===== src/rst_clk_defs.vh =====
// Register map, field positions and reset values of the reset and clock block
`ifndef RST_CLK_DEFS_VH
`define RST_CLK_DEFS_VH
`define OFF_CTRL 12'h000
`define OFF_STAT 12'h004
`define OFF_CLK 12'h008
`define OFF_SWRST 12'h00c
// Source bits: enables in ctrl (MON enabled by the pin, PIN always enabled), also cause bits in status
`define SRC_MON 0
`define SRC_WDT 1
`define SRC_MCD 2
`define SRC_CMP 3
`define SRC_SW 4
`define SRC_CNV 5
`define SRC_PIN 6
`define NSRC 7
`define CTRL_RST 7'h00
`define CTRL_MASK 7'h3e
`define STAT_LOCK 7
`define STAT_POR 8
`define STAT_RST_OUT 9
`define CLK_SEL_INT 1'b0
`define SYNC_STAGES 2
`endif

===== src/reset_release_sync.v =====
// Reset release synchroniser: async assert, synchronous deassert
module reset_release_sync
(
   input wire clk,
   input wire cen,
   input wire raw_rst,
   output wire sys_rst_n
);
   reg [1:0] sync_ff;

   always @(posedge clk or posedge raw_rst)
   begin
      if (raw_rst)
         sync_ff <= 2'h0;
      else if (cen)
         sync_ff <= {sync_ff[0], 1'b1};
   end

   assign sys_rst_n = sync_ff[1];
endmodule // reset_release_sync


===== src/reset_source_and_clock_select.v =====
// Reset collection and system clock select with AHB-Lite registers
//
// Implementation choices: the register addresses and the AHB-Lite interface to the registers.
`include "rst_clk_defs.vh"

module reset_source_and_clock_select
(
   input wire clk,
   input wire nrst,
   input wire cen,
   input wire supply_monitor_enable_pin,
   input wire supply_low,
   input wire watchdog_expired,
   input wire missing_clock,
   input wire level_detect_comparator,
   input wire conversion_start_input,
   input wire rst_pin_in,
   output wire rst_pin_out,
   output wire rst_pin_oe,
   output wire proc_rst_n,
   output wire watchdog_enable,
   output wire clk_sel_ext,
   input wire hsel,
   input wire [31:0] haddr,
   input wire [1:0] htrans,
   input wire hwrite,
   input wire [2:0] hsize,
   input wire [31:0] hwdata,
   input wire hready,
   output wire [31:0] hrdata,
   output wire hreadyout,
   output wire hresp
);
   reg [`NSRC-1:0] ctrl_ff;
   reg [`NSRC-1:0] cause_ff;
   reg wd_lock_ff;
   reg por_ff;
   reg clk_sel_ff;
   reg sw_req_ff;
   reg pin_rel_ff;
   reg wr_ph_ff;
   reg [11:0] addr_ff;
   reg [31:0] rdata_ff;
   reg [`NSRC-1:0] nxt_cause;
   wire [`NSRC-1:0] raw_src;
   wire [`NSRC-1:0] en_src;
   wire [`NSRC-1:0] act_src;
   wire any_src;
   wire sys_rst_n;
   wire a_valid;
   wire por_src;

   function [31:0] reg_read;
      input [11:0] a;
      begin
         case (a)
            `OFF_CTRL: reg_read = {25'h0, ctrl_ff};
            `OFF_STAT: reg_read = {22'h0, ~sys_rst_n, por_ff, wd_lock_ff,
               cause_ff};
            `OFF_CLK: reg_read = {31'h0, clk_sel_ff};
            default: reg_read = 32'h0;
         endcase
      end
   endfunction

   assign raw_src[`SRC_MON] = supply_low;
   assign raw_src[`SRC_WDT] = watchdog_expired;
   assign raw_src[`SRC_MCD] = missing_clock;
   assign raw_src[`SRC_CMP] = level_detect_comparator;
   assign raw_src[`SRC_SW] = sw_req_ff;
   assign raw_src[`SRC_CNV] = conversion_start_input;
   // Pin reads low while driven by us too; only outside pulls count.
   // Gated by a flop one cycle behind release, so the pin's own rise
   // after release cannot glitch back into the reset path.
   assign raw_src[`SRC_PIN] = ~rst_pin_in & pin_rel_ff;

   genvar g;
   generate
      for (g = 0; g < `NSRC; g = g + 1)
      begin : gen_en
         if (g == `SRC_MON)
            assign en_src[g] = supply_monitor_enable_pin;
         else if (g == `SRC_PIN)
            assign en_src[g] = 1'b1;
         else if (g == `SRC_WDT)
            assign en_src[g] = ctrl_ff[g] | wd_lock_ff;
         else
            assign en_src[g] = ctrl_ff[g];
      end
   endgenerate

   assign act_src = raw_src & en_src;
   assign any_src = |act_src;
   assign por_src = act_src[`SRC_MON];

   reset_release_sync u_sync
   (
      .clk(clk),
      .cen(cen),
      .raw_rst(any_src | ~nrst),
      .sys_rst_n(sys_rst_n)
   );

   assign proc_rst_n = sys_rst_n;
   // Open-drain style: drive low only while internal reset holds
   assign rst_pin_out = 1'b0;
   assign rst_pin_oe = ~sys_rst_n;
   assign watchdog_enable = ctrl_ff[`SRC_WDT] | wd_lock_ff;
   assign clk_sel_ext = clk_sel_ff;

   assign a_valid = hsel & hready & htrans[1];
   assign hreadyout = 1'b1;
   assign hresp = 1'b0;
   assign hrdata = rdata_ff;

   always @*
   begin
      nxt_cause = cause_ff | act_src;
   end

   // Cause bits and lock survive non-power-on resets; nrst clears both, monitor clears lock and reloads cause with act_src
   always @(posedge clk or negedge nrst)
   begin
      if (!nrst)
      begin
         cause_ff <= {`NSRC{1'b0}};
         wd_lock_ff <= 1'b0;
         por_ff <= 1'b1;
         wr_ph_ff <= 1'b0;
         addr_ff <= 12'h000;
         rdata_ff <= 32'h0;
      end
      else if (cen)
      begin
         wr_ph_ff <= a_valid & hwrite;
         if (a_valid)
            addr_ff <= haddr[11:0];
         rdata_ff <= (a_valid & ~hwrite) ? reg_read(haddr[11:0]) : 32'h0;
         if (por_src)
         begin
            wd_lock_ff <= 1'b0;
            por_ff <= 1'b1;
            cause_ff <= act_src;
         end
         else if (wr_ph_ff && addr_ff == `OFF_STAT)
         begin
            // Write-one-clear, but a new cause in the same cycle still lands
            cause_ff <= (cause_ff & ~hwdata[`NSRC-1:0]) | act_src;
            if (hwdata[`STAT_LOCK])
               wd_lock_ff <= 1'b1;
            if (hwdata[`STAT_POR])
               por_ff <= 1'b0;
         end
         else
            cause_ff <= nxt_cause;
      end
   end

   // Held in reset by the synchronised system reset
   always @(posedge clk or negedge sys_rst_n)
   begin
      if (!sys_rst_n)
      begin
         ctrl_ff <= `CTRL_RST;
         clk_sel_ff <= `CLK_SEL_INT;
         sw_req_ff <= 1'b0;
         pin_rel_ff <= 1'b0;
      end
      else if (cen)
      begin
         pin_rel_ff <= 1'b1;
         if (wr_ph_ff && addr_ff == `OFF_CTRL)
            ctrl_ff <= hwdata[`NSRC-1:0] & `CTRL_MASK;
         if (wr_ph_ff && addr_ff == `OFF_CLK)
            clk_sel_ff <= hwdata[0];
         if (wr_ph_ff && addr_ff == `OFF_SWRST && hwdata[0])
            sw_req_ff <= 1'b1;
      end
   end
endmodule // reset_source_and_clock_select


===== config.mk =====
export PLATFORM = sky130hd
export DESIGN_NAME = reset_source_and_clock_select
export DESIGN_NICKNAME = d
export VERILOG_FILES = /design/src/reset_release_sync.v /design/src/reset_source_and_clock_select.v
export VERILOG_INCLUDE_DIRS = /design/src
export SDC_FILE = /design/constraint.sdc
export NUM_CORES = 1
export LEC_CHECK = 0
export ABC_AREA = 1
export BUFFER_PORTS_ARGS = -buffer_cell sky130_fd_sc_hd__buf_2
export CORE_MARGIN = 1
export CORE_UTILIZATION = 49
export CTS_BUF_LIST = sky130_fd_sc_hd__clkbuf_4
export DETAILED_ROUTE_END_ITERATION = 7
export PLACE_DENSITY_LB_ADDON = 0.3
export SYNTH_ARGS = -nofsm -noshare
export SYNTH_HDL_FRONTEND = slang
export SYNTH_SLANG_ARGS = --single-unit

===== constraint.sdc =====
create_clock -name clk -period 1.9 [get_ports clk]
set_clock_uncertainty 0.1 [all_clocks]
set_input_delay 0.38 -clock clk [delete_from_list [all_inputs] [get_ports clk]]
set_output_delay 0.38 -clock clk [all_outputs]
set_load 0.01 [all_outputs]

==> flow_metrics.tcl <==
set metrics [dict create \
    status "finished, final reports clean" \
    synthCells 290 \
    min_path_type "primary input to async pin" \
    final_nets 427 \
    io_buffer_count 48 \
    drt_iter0_drc 203 \
    setup_tns_ns 0 \
    stdcell_count 396 \
    grt_max_degree 20 \
    overflow 0 \
    yosysMostFrequentCell "nand2_1" \
    synth_top_area_cell "dfrtp_1" \
    final_antenna_net_count 0 \
    netSwitchingFraction_pct 26.92 \
    setup_viol 0 \
    seq_area_frac_synth_pct 47.89 \
    coreArea_um2 4144 \
    pwr-share-seq_pct 53.5 \
    die_w_um 68.96 \
    clock_sinks 42 \
    synth.top_cell.area_share_pct 46.70 \
    antenna_found_initial 0 \
    cts_max_path_buffers 2 \
    area_growth_pct 14.58 \
    drv_cap 0 \
    critPathKind "register to primary output" \
    first_pass_iters 5 \
    power_w 0.001858 \
    yosysWarnings 7 \
    grtUsageTotal_pct 21.20 \
    layout-drive-gt1-share_pct 21.97 \
    vias_per_cell 4.674 \
    ir_worst_vdd_mv 0.4722 \
    r2r-start "addr_ff[5]" \
    finalHoldViolations 0 \
    post-route-min-period_ns 1.724 \
    syn-cell-area_um2 2197 \
    clockRootBuffer "clkbuf_4" \
    dp_hpwl_um 3507 \
    p_switching_w 0.0005002 \
    clk_pin_slew_ns 0.13 \
    vias 1851 \
    cts_buffers 5 \
    fmax_ghz 0.5802 \
    htree_levels 2 \
    grt_pass1_wl_um 7279 \
    die_area_um2 4755 \
    io_pins 121 \
    slew_violations 0 \
    num_rows 23 \
    synth_compound_area_share_pct 4.442 \
    yosys-top-cells-area "dfrtp_1 47%, nand2_1 19%, buf_4 8.9%, inv_1 4.8%, nand3_1 4.1%" \
    tritoncts "yes" \
    power_density_nw_per_um2 738.2 \
    start_util_pct 53.02 \
    synth_top_family_by_area "simple AND/OR/NAND/NOR gates" \
    avgSynthCellArea_um2 7.576 \
    post_cts_resized 0 \
    ys_async_sr_fraction_pct 100.0 \
    worstSetupStartpointType "register" \
    cpMaxStageDelayCell "dfrtp_1" \
    synth-edff-count 0 \
    insertion_delay_ns 0.36 \
    wl_um 4443 \
    drc 0 \
    cp.arrival_ns 1.24 \
    synth-simple-area-share_pct 32.46 \
    grt_pass1_vias 1594 \
    rsz0062_at_grt "no" \
    path_cells "or2_2 -> buf_2" \
    synth_ff_type "dfrtp_1" \
    synth_cell_types 22 \
    placedCellCount 387 \
    end_kind "primary output" \
    critPathLaunch "ctrl_ff[1]" \
    antenna_cells 0 \
    gp_congestion 0.7776 \
    synth_common_cells "112 x nand2_1, 41 x dfrtp_1, 28 x inv_1" \
    leakage_nw 1.452 \
    fin_crit_sh_pct 90.72 \
    max_stage_delay_ns 0.46 \
    worstPathRequired_ns 1.42 \
    synth_mux_area_share_pct 0 \
    synth-seq-cells 42 \
    cellInternalPower_w 0.001358 \
    path_max_fanout 4 \
    power.share.combinational_pct 13.9 \
    avgRoutedWirePerCell_um 11.22 \
    power.share.clock_pct 32.5 \
    synth_adder_area_share_pct 0 \
    die_y_um 68.96 \
    synth_xor_area_share_pct 0 \
]
-- kinds of logic after synthesis --
logic type      after synthesis
compound gates               18
flops                        42
other cells                   2
buf+inv                      60
simple gates                168
-- sequential cells by signal, indices dropped and copies added, names as in the netlist, 2 cells and up --
signal	cells
ctrl_ff	5
hrdata	10
u_sync.sync_ff	2
addr_ff	12
cause_ff	7
-- layout make-up --
cell class                 instances  area (um^2)
clock buffer                       7        52.55
sequential                        42         1052
inverter                          28        105.1
multi-input combinational        211        904.6
clock inverter                     1        30.03
fill                             383         1627
tap                               50        62.56
timing repair buffer              57        310.3
-- through the flow --
step | worst slack, ns | util [%] | instance area, um^2 | hold slack (ns)
global placement | 0.3798 | 58.51 | 2425 | 0.1064
detailed placement | 0.3302 | 58.51 | 2425 | 0.1067
floorplan | 0.6216 | - | 2283 | -0.01559
finish | 0.1764 | 60.75 | 2517 | 0.01633
global route | 0.1162 | 60.75 | 2517 | 0.02432
CTS | 0.1694 | 60.75 | 2517 | 0.01480
-- critical path, delay by kind of cell (launching register included) --
kind,cells,cell delay [ns]
buffers and inverters,1,0.14
DFF,1,0.46
and+or+nand+nor,1,0.29
-- cell usage in the layout, fill, tap and decap left out, drive strengths merged --
cell type    Yosys  layout
dfstp            1       1
o21a             1       1
o22ai            1       1
o21ai           14      14
nand4           10      10
dlygate4sd3      0       1
or2              3       3
inv             28      28
bufinv           0       1
nand3           19      19
buf             29      56
nand2          112     112
nor3             2       2
a21oi            1       1
dfrtp           41      41
a31o             1       1
conb             2      25
clkbuf           3       7
nor2            22      22
-- routing by layer --
metal	share of wire (%)	GRT usage (%)	routed length (um)	up-vias
met2	44	31.55	1968	54
met5	0	0	0	-
met3	5.0	4.934	223	5
met4	1.4	7.653	63	0
met1	49	29.95	2187	832
li1	-	-	-	960
-- power by group through the flow --
stage / logic, W / clock network (W) / registers [W]
finish: 0.000259 / 0.000605 / 0.000995
global route: 0.000302 / 0.000651 / 0.00100
CTS: 0.000260 / 0.000612 / 0.000995
detailed placement: 0.000257 / 0 / 0.00101
global placement: 0.000252 / 0 / 0.00101
floorplan: 0.000193 / 0 / 0.00101
-- worst paths after layout --
| kind | cells past startpoint | slack (ns) | to |
|---|---|---|---|
| min in group clk | 3 | 0.12 | addr_ff[4] |
| worst max register to register | 7 | 0.40 | cause_ff[0] |
| worst min register to register | 1 | 0.11 | pin_rel_ff |
| max in group asynchronous | 4 | 0.90 | u_sync.sync_ff[0] |
| worst min-delay path | 3 | 0.02 | u_sync.sync_ff[1] |
| worst max-delay path | 2 | 0.18 | watchdog_enable |
-- timing repair --
action	in CTS	in global routing
hold buffers	1	0
buffers inserted	0	0
endpoints found under the hold margin	31	0
No activity file was read; power rests on OpenSTA's default activity.
